$ cat config.mk
export PLATFORM = sky130hd
export DESIGN_NAME = acr_control
export DESIGN_NICKNAME = d
export VERILOG_FILES = /design/src/inc/acr_pkg.sv /design/src/hdl/acr_sync.sv /design/src/hdl/acr_buf2.sv /design/src/hdl/acr_control.sv
export VERILOG_INCLUDE_DIRS = /design/src /design/src/inc
export SDC_FILE = /design/constraint.sdc
export NUM_CORES = 1
export LEC_CHECK = 0
export BUFFER_PORTS_ARGS = -buffer_cell sky130_fd_sc_hd__buf_2
export CAP_MARGIN = 0
export CORE_ASPECT_RATIO = 0.8
export CORE_MARGIN = 3
export CORE_UTILIZATION = 50
export CTS_CLUSTER_SIZE = 24
export DETAILED_ROUTE_END_ITERATION = 16
export PLACE_DENSITY = 0.76
export SYNTH_ARGS = -nofsm -noshare
export SYNTH_HDL_FRONTEND = slang
export SYNTH_SLANG_ARGS = --single-unit
$ cat constraint.sdc
create_clock -name ref_clk -period 6.3 [get_ports ref_clk]
set_input_delay 1.89 -clock ref_clk [delete_from_list [all_inputs] [get_ports ref_clk]]
set_output_delay 1.89 -clock ref_clk [all_outputs]
set_load 0.005 [all_outputs]
$ cat src/inc/acr_defines.svh
`ifndef ACR_DEFINES_SVH
`define ACR_DEFINES_SVH

// word and counter widths
`define ACR_WORD_BITS    24
`define ACR_CNT_W        5
`define ACR_CAL_W        16
`define ACR_SYNC_BITS    5

// serial word lengths in clock pulses
`define ACR_LONG_LEN     5'h18
`define ACR_SHORT_LEN    5'h10

// control word layout, msb first
`define ACR_MODE_MSB     23
`define ACR_MODE_LSB     21
`define ACR_GAIN_MSB     20
`define ACR_GAIN_LSB     18
`define ACR_CHAN_BIT     17
`define ACR_PDOWN_BIT    16
`define ACR_OLEN_BIT     15
`define ACR_COMP_BIT     14
`define ACR_BURN_BIT     13
`define ACR_UNIPOLAR_BIT 12
`define ACR_FILT_MSB     11
`define ACR_FILT_LSB     0
`define ACR_CTRL_RESET   24'h000000

// mode field codes
`define ACR_MODE_NORMAL  3'h0
`define ACR_MODE_SELF    3'h1
`define ACR_MODE_SYSZERO 3'h2
`define ACR_MODE_SYSFULL 3'h3

// default length of one calibration phase in ref_clk cycles
`define ACR_CAL_PHASE_DEF 16'h0100

`endif

$ cat src/inc/acr_pkg.sv
`include "acr_defines.svh"

package acr_pkg;

  typedef enum logic [1:0] {LK_IDLE, LK_WRITE, LK_READ, LK_DRAIN} acr_link_t;
  typedef enum logic [1:0] {CAL_IDLE, CAL_ZERO, CAL_FULL} acr_cal_t;

  typedef struct packed {
    logic [`ACR_WORD_BITS-1:0] ctrlWord;
    logic [`ACR_WORD_BITS-1:0] shiftIn;
    logic [`ACR_WORD_BITS-1:0] shiftOut;
    logic [`ACR_CNT_W-1:0]     bitCnt;
    logic [`ACR_CNT_W-1:0]     bitLen;
    logic                      serClkPrev;
    logic                      readData;
    logic                      calSelf;
    logic                      calDone;
    acr_link_t                 link;
    acr_cal_t                  cal;
    logic [`ACR_CAL_W-1:0]     calCnt;
    logic                      drdyN;
    logic                      sdOut;
    logic                      sdOe;
    logic                      calZero;
    logic                      calFull;
    logic                      calInput;
  } acr_ctrl_t;

endpackage : acr_pkg

$ cat src/hdl/acr_sync.sv
`timescale 1ns/10ps
`default_nettype none

module acr_sync #(
  parameter int WIDTH = 1
) (
  // clock and reset
  input  wire logic             clk,
  input  wire logic             rstN,
  // levels
  input  wire logic [WIDTH-1:0] d,
  output logic      [WIDTH-1:0] q
);

  typedef struct packed {
    logic [WIDTH-1:0] meta;
    logic [WIDTH-1:0] held;
  } acr_sync_t;

  acr_sync_t s_reg;
  acr_sync_t s_next;

  always_comb begin
    s_next.meta = d;
    s_next.held = s_reg.meta;
  end

  always_ff @(posedge clk or negedge rstN) begin
    if (!rstN) begin
      s_reg <= '0;
    end else begin
      s_reg <= s_next;
    end
  end

  assign q = s_reg.held;

endmodule : acr_sync

`default_nettype wire

$ cat src/hdl/acr_buf2.sv
`timescale 1ns/10ps
`default_nettype none

module acr_buf2 #(
  parameter int WIDTH = 24
) (
  // clock and reset
  input  wire logic             clk,
  input  wire logic             rstN,
  // fill side
  input  wire logic             inValid,
  input  wire logic [WIDTH-1:0] inData,
  output logic                  inReady,
  // drain side
  output logic                  outValid,
  output logic      [WIDTH-1:0] outData,
  input  wire logic             outReady
);

  typedef struct packed {
    logic [WIDTH-1:0] head;
    logic [WIDTH-1:0] tail;
    logic [1:0]       cnt;
    logic             rdy;
  } acr_buf_t;

  acr_buf_t s_reg;
  acr_buf_t s_next;
  logic     push;
  logic     pop;
  logic [1:0] fill;

  always_comb begin
    s_next = s_reg;
    pop    = outReady && (s_reg.cnt != 2'h0);
    push   = inValid && s_reg.rdy;
    fill   = s_reg.cnt;
    if (pop) begin
      s_next.head = s_reg.tail;
      fill        = s_reg.cnt - 2'h1;
    end
    if (push) begin
      if (fill == 2'h0) begin
        s_next.head = inData;
      end else begin
        s_next.tail = inData;
      end
      fill = fill + 2'h1;
    end
    s_next.cnt = fill;
    // a registered ready so that a full buffer stalls the source
    s_next.rdy = (fill != 2'h2);
  end

  always_ff @(posedge clk or negedge rstN) begin
    if (!rstN) begin
      s_reg     <= '0;
      s_reg.rdy <= 1'b1;
    end else begin
      s_reg <= s_next;
    end
  end

  assign inReady  = s_reg.rdy;
  assign outValid = (s_reg.cnt != 2'h0);
  assign outData  = s_reg.head;

endmodule : acr_buf2

`default_nettype wire

$ cat src/hdl/acr_control.sv
`timescale 1ns/10ps
`default_nettype none
`include "acr_defines.svh"

// Operation
// - a completed write frame with register select low goes to the control word.
// - a read frame with register select low shifts out the current control word.
// - the control word loads only after 24 bits arrive; a shorter write is discarded.
// - serial clock pulses after the 24th in a write frame are ignored.
// - the control word is 24 bits msb first: mode, gain, flags high, filter code low.
// - mode code zero is normal mode, where data reads return conversion words; reset value.
// - mode 001 runs self calibration, zero scale on shorted inputs then full scale on reference.
// - at the end of self calibration the mode field returns to zero and conversion resumes.
// - mode 010 runs a zero-scale calibration on the input, flags completion, then normal mode.
// - mode 011 runs a full-scale calibration on the input, flags completion, then normal mode.
// - data-ready falls when a word or calibration result is ready, rises after a full data read.
// - results are natural binary when unipolar and offset binary when bipolar.

module acr_control
  import acr_pkg::*;
#(
  parameter logic [`ACR_CAL_W-1:0] CAL_PHASE_CYCLES = `ACR_CAL_PHASE_DEF
) (
  // clock and reset
  input  wire logic                      ref_clk,
  input  wire logic                      nrst,
  // serial port
  input  wire logic                      serialClock,
  input  wire logic                      transmit_frame_sync_n,
  input  wire logic                      receive_frame_sync_n,
  input  wire logic                      register_select_pin,
  input  wire logic                      serial_data_line_in,
  output logic                           serial_data_line_out,
  output logic                           serial_data_line_oe,
  output logic                           result_ready_n,
  // filter results
  input  wire logic [`ACR_WORD_BITS-1:0] sampleData,
  input  wire logic                      sampleValid,
  output logic                           sampleReady,
  // converter control
  output logic      [`ACR_WORD_BITS-1:0] controlWord,
  output logic                           calZeroActive,
  output logic                           calFullActive,
  output logic                           calOnInput
);

  ////////////////////////////////////////////////////////////////////////////
  acr_ctrl_t s_reg;
  acr_ctrl_t s_next;
  logic      rstN;
  logic      serClkS;
  logic      txFrameS;
  logic      rxFrameS;
  logic      selS;
  logic      dataS;
  logic [1:0] frameLow;
  logic      rise;
  logic      fall;
  logic      loadCtrl;
  logic      pop;
  logic      calLast;
  logic      modeNormal;
  logic      convOn;
  logic      bufValid;
  logic [`ACR_WORD_BITS-1:0] bufData;
  logic [`ACR_WORD_BITS-1:0] newWord;
  logic [`ACR_WORD_BITS-1:0] coded;

  function automatic logic [`ACR_WORD_BITS-1:0] codeSample(
    input logic [`ACR_WORD_BITS-1:0] raw,
    input logic                      unipolar
  );
    if (unipolar) begin
      // negative unipolar readings clip to zero
      codeSample = raw[`ACR_WORD_BITS-1] ? '0 : {raw[`ACR_WORD_BITS-2:0], 1'b0};
    end else begin
      codeSample = {~raw[`ACR_WORD_BITS-1], raw[`ACR_WORD_BITS-2:0]};
    end
  endfunction : codeSample

  ////////////////////////////////////////////////////////////////////////////
  acr_sync #(.WIDTH(1)) rstSync (
    .clk  (ref_clk),
    .rstN (nrst),
    .d    (1'b1),
    .q    (rstN)
  );

  // frames pass inverted so that the synchroniser's reset value reads as idle
  acr_sync #(.WIDTH(`ACR_SYNC_BITS)) pinSync (
    .clk  (ref_clk),
    .rstN (rstN),
    .d    ({serialClock, ~transmit_frame_sync_n, ~receive_frame_sync_n,
            register_select_pin, serial_data_line_in}),
    .q    ({serClkS, frameLow, selS, dataS})
  );

  assign coded = codeSample(sampleData, s_reg.ctrlWord[`ACR_UNIPOLAR_BIT]);

  acr_buf2 #(.WIDTH(`ACR_WORD_BITS)) resultBuf (
    .clk      (ref_clk),
    .rstN     (rstN),
    .inValid  (sampleValid && convOn),
    .inData   (coded),
    .inReady  (sampleReady),
    .outValid (bufValid),
    .outData  (bufData),
    .outReady (pop)
  );

  ////////////////////////////////////////////////////////////////////////////
  assign rise       = serClkS && !s_reg.serClkPrev;
  assign fall       = !serClkS && s_reg.serClkPrev;
  assign txFrameS   = !frameLow[1];
  assign rxFrameS   = !frameLow[0];
  assign calLast    = (s_reg.calCnt == CAL_PHASE_CYCLES - 16'h0001);
  assign modeNormal = (s_reg.ctrlWord[`ACR_MODE_MSB:`ACR_MODE_LSB] == `ACR_MODE_NORMAL);
  assign convOn     = modeNormal && (s_reg.cal == CAL_IDLE)
                      && !s_reg.ctrlWord[`ACR_PDOWN_BIT];
  assign newWord    = {s_reg.shiftIn[`ACR_WORD_BITS-2:0], dataS};

  always_comb begin
    s_next            = s_reg;
    s_next.serClkPrev = serClkS;
    loadCtrl          = 1'b0;
    pop               = 1'b0;
    // serial frames
    case (s_reg.link)
      LK_IDLE: begin
        s_next.bitCnt = '0;
        if (!txFrameS) begin
          s_next.link = LK_WRITE;
        end else if (!rxFrameS) begin
          if (!selS) begin
            s_next.shiftOut = s_reg.ctrlWord;
            s_next.bitLen   = `ACR_LONG_LEN;
            s_next.readData = 1'b0;
            s_next.sdOe     = 1'b1;
            s_next.sdOut    = s_reg.ctrlWord[`ACR_WORD_BITS-1];
            s_next.link     = LK_READ;
          end else if (modeNormal && bufValid) begin
            s_next.shiftOut = bufData;
            s_next.bitLen   = s_reg.ctrlWord[`ACR_OLEN_BIT] ? `ACR_LONG_LEN : `ACR_SHORT_LEN;
            s_next.readData = 1'b1;
            s_next.sdOe     = 1'b1;
            s_next.sdOut    = bufData[`ACR_WORD_BITS-1];
            s_next.link     = LK_READ;
          end else begin
            s_next.link = LK_DRAIN;
          end
        end
      end
      LK_WRITE: begin
        if (txFrameS) begin
          s_next.link = LK_IDLE;
        end else if (rise && (s_reg.bitCnt != `ACR_LONG_LEN)) begin
          s_next.shiftIn = newWord;
          s_next.bitCnt  = s_reg.bitCnt + 5'h01;
          if ((s_reg.bitCnt == `ACR_LONG_LEN - 5'h01) && !selS) begin
            loadCtrl = 1'b1;
          end
        end
      end
      LK_READ: begin
        if (rxFrameS) begin
          s_next.sdOe = 1'b0;
          s_next.link = LK_IDLE;
        end else if (rise) begin
          s_next.bitCnt = s_reg.bitCnt + 5'h01;
          if (s_reg.bitCnt == s_reg.bitLen - 5'h01) begin
            s_next.sdOe = 1'b0;
            pop         = s_reg.readData;
            s_next.link = LK_DRAIN;
          end
        end else if (fall) begin
          s_next.shiftOut = {s_reg.shiftOut[`ACR_WORD_BITS-2:0], 1'b0};
          s_next.sdOut    = s_reg.shiftOut[`ACR_WORD_BITS-2];
        end
      end
      LK_DRAIN: begin
        if (txFrameS && rxFrameS) begin
          s_next.link = LK_IDLE;
        end
      end
      default: begin
        s_next.link = LK_IDLE;
      end
    endcase
    // a finished data read clears a calibration flag; a calibration end below wins
    if (pop) begin
      s_next.calDone = 1'b0;
    end
    // calibration sequencing
    case (s_reg.cal)
      CAL_IDLE: begin
        s_next.calCnt = '0;
      end
      CAL_ZERO: begin
        s_next.calCnt = s_reg.calCnt + 16'h0001;
        if (calLast) begin
          s_next.calCnt  = '0;
          s_next.calZero = 1'b0;
          if (s_reg.calSelf) begin
            s_next.cal     = CAL_FULL;
            s_next.calFull = 1'b1;
          end else begin
            s_next.cal      = CAL_IDLE;
            s_next.calInput = 1'b0;
            s_next.calDone  = 1'b1;
            s_next.ctrlWord[`ACR_MODE_MSB:`ACR_MODE_LSB] = `ACR_MODE_NORMAL;
          end
        end
      end
      CAL_FULL: begin
        s_next.calCnt = s_reg.calCnt + 16'h0001;
        if (calLast) begin
          s_next.cal      = CAL_IDLE;
          s_next.calFull  = 1'b0;
          s_next.calInput = 1'b0;
          s_next.calDone  = 1'b1;
          s_next.ctrlWord[`ACR_MODE_MSB:`ACR_MODE_LSB] = `ACR_MODE_NORMAL;
        end
      end
      default: begin
        s_next.cal = CAL_IDLE;
      end
    endcase
    // a fresh control word restarts whatever sequence was running
    if (loadCtrl) begin
      s_next.ctrlWord = newWord;
      s_next.calDone  = 1'b0;
      s_next.calCnt   = '0;
      s_next.calSelf  = 1'b0;
      s_next.calZero  = 1'b0;
      s_next.calFull  = 1'b0;
      s_next.calInput = 1'b0;
      s_next.cal      = CAL_IDLE;
      case (newWord[`ACR_MODE_MSB:`ACR_MODE_LSB])
        `ACR_MODE_SELF: begin
          s_next.cal     = CAL_ZERO;
          s_next.calSelf = 1'b1;
          s_next.calZero = 1'b1;
        end
        `ACR_MODE_SYSZERO: begin
          s_next.cal      = CAL_ZERO;
          s_next.calZero  = 1'b1;
          s_next.calInput = 1'b1;
        end
        `ACR_MODE_SYSFULL: begin
          s_next.cal      = CAL_FULL;
          s_next.calFull  = 1'b1;
          s_next.calInput = 1'b1;
        end
        default: begin
          s_next.cal = CAL_IDLE;
        end
      endcase
    end
    // data-ready goes high after each finished data read, for one cycle only if a word or calibration flag remains
    s_next.drdyN = pop || !(bufValid || s_reg.calDone);
  end

  always_ff @(posedge ref_clk or negedge rstN) begin
    if (!rstN) begin
      s_reg          <= '0;
      s_reg.ctrlWord <= `ACR_CTRL_RESET;
      s_reg.drdyN    <= 1'b1;
    end else begin
      s_reg <= s_next;
    end
  end

  assign serial_data_line_out = s_reg.sdOut;
  assign serial_data_line_oe  = s_reg.sdOe;
  assign result_ready_n       = s_reg.drdyN;
  assign controlWord          = s_reg.ctrlWord;
  assign calZeroActive        = s_reg.calZero;
  assign calFullActive        = s_reg.calFull;
  assign calOnInput           = s_reg.calInput;
endmodule : acr_control

`default_nettype wire

==> tab_implementation.tex <==
\begin{tabular}{lr}
\hline
Metric & Value \\
\hline
\multicolumn{2}{l}{\textbf{Outcome}} \\
\quad Outcome & finished clean \\
\multicolumn{2}{l}{\textbf{Setup path}} \\
\quad Required time reported for the critical path endpoint & 6.66 ns \\
\quad Reg2reg end & resultBuf.s\_reg[15] \\
\quad Critical path class & reg -> reg \\
\quad Cell at the slowest stage of the critical path & sky130\_fd\_sc\_hd\_\_nand3\_2 \\
\quad Cells traversed along the worst timing path & inv\_1 > ha\_1 > buf\_4 > nand2\_1 > nor3b\_1 > nand3\_2 > mux2\_2 > ha\_1 > nor2b\_2 > buf\_4 > nor2\_1 > a21oi\_1 \\
\quad Data arrival time of the critical path & a little under 5 ns \\
\quad Kind of capture point of the worst setup path & flop \\
\quad Critical path launch point type & flop \\
\quad Buffer and inverter count on the worst path & 3 \\
\quad R2R Setup Slk & around 1.8 ns \\
\quad CP peak stage delay & slightly below 0.8 ns \\
\quad FF-to-FF Start & s\_reg[24] \\
\quad Critical path fanouts, max & between 50 and 60 \\
\quad CP top delay family & simple AND/OR/NAND/NOR gates \\
\quad Path depth of the worst reg2reg path & 12 \\
\multicolumn{2}{l}{\textbf{Timing}} \\
\quad Worst clock skew & between 0.01 and 0.015 ns \\
\quad Setup repair after global routing missed its margin & false \\
\quad Peak clock frequency supported by timing & around 220 MHz \\
\quad Worst relative slew slack & 0.3334 \\
\quad Count of final setup violators & 0 \\
\quad Portion of the clock cycle consumed by the worst path in the final layout & 0.7109 \\
\quad Worst setup margin & 1.822 ns \\
\quad Final critical path time including I/O delays and setup & around 4.5 ns \\
\quad Final Hold Fails & 0 \\
\quad Worst Tran Pin Value & $\sim$1 ns \\
\quad Post-Route Setup TNS & 0 ns \\
\quad Max-slew violations & 0 \\
\multicolumn{2}{l}{\textbf{Route}} \\
\quad Detailed-route via count & about 5,600 \\
\quad Count of routing violations after the opening detailed-route iteration & a little under 500 \\
\quad DR DRC count & 0 \\
\quad Via density per instance & $\sim$5.6 \\
\quad Post-Route WL & 17,240 µm \\
\quad Post-route ant nets & 0 \\
\quad Router iterations before antenna repair & 5 \\
\quad Routed wire per std cell & approximately 17 µm \\
\multicolumn{2}{l}{\textbf{Placed design}} \\
\quad Buffers added on ports & 62 \\
\quad Global placement routability congestion & 0.8092 \\
\quad DP HPWL & $\sim$11,000 µm \\
\quad Setup slack at placement & 1.879 ns \\
\multicolumn{2}{l}{\textbf{Clock network}} \\
\quad Total clock buffers created by CTS & 17 \\
\quad Total of cells resized after clock tree synthesis & 0 \\
\quad CTS H-tree lvls & 4 \\
\quad TritonCTS clock tree & yes \\
\quad Hold-fix buffers at CTS & 0 \\
\quad Clk buf depth & 2 \\
\quad Total clock sinks & between 150 and 200 \\
\quad Clock-pin transition on the worst setup and hold timing paths & $\sim$0.070 ns \\
\quad Number of setup buffers added after CTS & 0 \\
\quad Cell chosen for the clock root & sky130\_fd\_sc\_hd\_\_clkbuf\_16 \\
\quad Clock latency on the worst-skew pair & between 0.4 and 0.5 ns \\
\multicolumn{2}{l}{\textbf{Global route}} \\
\quad Pin count of the biggest net entering global routing & between 60 and 70 \\
\quad Global-route wire length before repair & about 28,000 µm \\
\quad GRT Residual Overflow & 0 \\
\quad Initial antenna violation count & 0 \\
\quad Total GRT Usage & 0.2009 \\
\quad Via count of the first global-routing pass & roughly 5,400 \\
\multicolumn{2}{l}{\textbf{Final layout}} \\
\quad Antenna cell count & 0 \\
\quad Flip-flop count of the largest register, all copies and words added & 54 \\
\quad Final core utilization & 0.5677 \\
\quad Share of final-layout standard cells stronger than drive strength 1 & 0.2194 \\
\quad Nets@finish & about 820 \\
\quad Fillers & $\sim$1,300 \\
\quad Synthesis-to-finish area growth & 9.948\% \\
\multicolumn{2}{l}{\textbf{Die}} \\
\quad Total core area & $\sim$0.016 mm² \\
\quad Horiz. Die Dim & approximately 150 µm \\
\quad Top-level I/O count & 63 \\
\quad Initial standard-cell utilization of the core & 0.5164 \\
\quad Die outline height & between 100 and 150 µm \\
\quad Area of the die & between 0.015 and 0.02 mm² \\
\quad Standard-cell row count & roughly 40 \\
\multicolumn{2}{l}{\textbf{Yosys}} \\
\quad Yosys warns & 0 \\
\quad Area share of the largest cell type after synthesis & 0.5103 \\
\quad Mean Syn Cell Area & between 10 and 15 µm² \\
\quad Post-synth net total & 801 \\
\quad Post-synth top cells & 168 x sky130\_fd\_sc\_hd\_\_dfrtp\_1, 114 x sky130\_fd\_sc\_hd\_\_nand2\_1, 74 x sky130\_fd\_sc\_hd\_\_mux2i\_1 \\
\quad Dominant cell by count in the synthesized netlist & sky130\_fd\_sc\_hd\_\_dfrtp\_1 \\
\quad Largest cells by area after synthesis & sky130\_fd\_sc\_hd\_\_dfrtp\_1 51\%, sky130\_fd\_sc\_hd\_\_mux2i\_1 9.0\%, sky130\_fd\_sc\_hd\_\_nand2\_1 5.2\% \\
\quad Cell type contributing the most total cell area after synthesis & sky130\_fd\_sc\_hd\_\_dfrtp\_1 \\
\quad Library cells used by synthesis & 63 \\
\quad Total of flip-flops plus latches after synthesis & 170 \\
\quad Post-synthesis cell area & a little over 0.008 mm² \\
\quad Count of flip-flops with a built-in enable after synthesis & 0 \\
\quad Share of synthesized flip-flops with an asynchronous set or reset & 1.000 \\
\quad Cells after synthesis & 757 \\
\quad Synth Flop Type & sky130\_fd\_sc\_hd\_\_dfrtp\_1 \\
\quad Post-synthesis sequential area ratio & 0.5167 \\
\multicolumn{2}{l}{\textbf{Power and ir drop}} \\
\quad Portion of total power attributed to the clock network & 0.292 \\
\quad Switch share & 0.3165 \\
\quad Share of power burned in combinational logic & 0.260 \\
\quad Total power per unit cell area & 382.6 mW/mm² \\
\quad Share of total power in sequential cells & 0.447 \\
\quad Switching Power & around 1.1 mW \\
\quad Total leakage power & 4.489 nW \\
\quad Power Internal & 2.368 mW \\
\quad Worst-case vdd ir drop & about 250 µV \\
\multicolumn{2}{l}{\textbf{Hold path}} \\
\quad Classification of the worst-slack hold path & reg -> async \\
\multicolumn{2}{l}{\textbf{Flow run}} \\
\quad Max cap viols & 0 \\
\hline
\end{tabular}
-- layout make-up --
class,instances,area [µm²],area share
clock inverters,15,145.1,0.01602
well taps,215,269.0,0.02970
multi-input cells,501,3505,0.3869
inverters,18,67.56,0.007460
flip-flops and latches,170,4260,0.4704
clock buffers,17,425.4,0.04697
repair buffers,72,385.4,0.04255
-- worst reg2reg max path, stage by stage, from the launching register on --
cell,delay [ns]
sky130_fd_sc_hd__dfrtp_1,0.40
sky130_fd_sc_hd__inv_1,0.11
sky130_fd_sc_hd__ha_1,0.17
sky130_fd_sc_hd__buf_4,0.41
sky130_fd_sc_hd__nand2_1,0.19
sky130_fd_sc_hd__nor3b_1,0.33
sky130_fd_sc_hd__nand3_2,0.77
sky130_fd_sc_hd__mux2_2,0.60
sky130_fd_sc_hd__ha_1,0.21
sky130_fd_sc_hd__nor2b_2,0.57
sky130_fd_sc_hd__buf_4,0.41
sky130_fd_sc_hd__nor2_1,0.10
sky130_fd_sc_hd__a21oi_1,0.13
-- metal layers --
layer	GRT usage	up-vias	wire length (µm)
li1	-	2692	-
met4	0.07776	0	344
met3	0.03972	30	673
met1	0.2918	2762	8399
met2	0.2992	119	7818
met5	0	-	0
-- through the flow --
step,hold WS [ns],std cells,power [mW],area (µm²)
after floorplan,0.3312,757,2.278,8238
after global placement,0.3343,976,2.423,8487
after detailed placement,0.3347,976,2.459,8487
after CTS,0.3499,1008,3.484,9057
after global routing,0.3571,1008,3.672,9057
final,0.3498,1008,3.465,9057
-- cell families after synthesis --
kind of cell,Yosys count,share of synthesized area
and+or+nand+nor,212,0.1189
xor gates and xnor gates,4,0.004254
buffers and inverters,86,0.05969
DFF,170,0.5167
muxes,125,0.1687
adders and majority gates,12,0.01823
AOI/OAI and AO/OA,147,0.1130
other,1,0.0004552
-- cell usage in the layout (no fill, tap or decap), types with 4 or more instances in the layout --
master,instances
sky130_fd_sc_hd__o21ai_0,41
sky130_fd_sc_hd__clkbuf_16,17
sky130_fd_sc_hd__mux2_4,20
sky130_fd_sc_hd__ha_1,12
sky130_fd_sc_hd__clkinvlp_4,6
sky130_fd_sc_hd__a22oi_1,21
sky130_fd_sc_hd__or2_2,4
sky130_fd_sc_hd__a31oi_1,16
sky130_fd_sc_hd__nand2b_1,11
sky130_fd_sc_hd__nand2_1,114
sky130_fd_sc_hd__nor2_1,33
sky130_fd_sc_hd__nor2b_1,4
sky130_fd_sc_hd__and4_1,4
sky130_fd_sc_hd__inv_1,17
sky130_fd_sc_hd__mux2i_1,74
sky130_fd_sc_hd__dfrtp_1,167
sky130_fd_sc_hd__nand4b_1,4
sky130_fd_sc_hd__mux2_2,31
sky130_fd_sc_hd__a21oi_1,38
sky130_fd_sc_hd__a22o_1,7
sky130_fd_sc_hd__nand3_1,11
sky130_fd_sc_hd__buf_2,62
sky130_fd_sc_hd__and3_1,6
sky130_fd_sc_hd__buf_4,10
-- how the worst max path moves through the flow --
stage | start | end | slack [ns] | depth (start not counted)
6_report | s_reg[24] | resultBuf.s_reg[15] | 1.82 | 12
5_1_grt | s_reg[24] | resultBuf.s_reg[20] | 1.42 | 12
4_1_cts | s_reg[24] | resultBuf.s_reg[14] | 1.82 | 12
3_3_place_gp | s_reg[24] | resultBuf.s_reg[22] | 2.04 | 12
3_5_place_dp | s_reg[24] | resultBuf.s_reg[12] | 1.88 | 12
2_1_floorplan | rstSync.q | calFullActive | 1.22 | 0
-- power by group through the flow --
stage	registers [mW]	clock network [mW]	logic, mW
2_1_floorplan	1.52	0	0.760
3_3_place_gp	1.56	0	0.865
3_5_place_dp	1.56	0	0.894
4_1_cts	1.55	1.03	0.906
5_1_grt	1.59	1.08	1.01
6_report	1.55	1.01	0.902
Note: power is estimated with default switching activity, not from simulation.
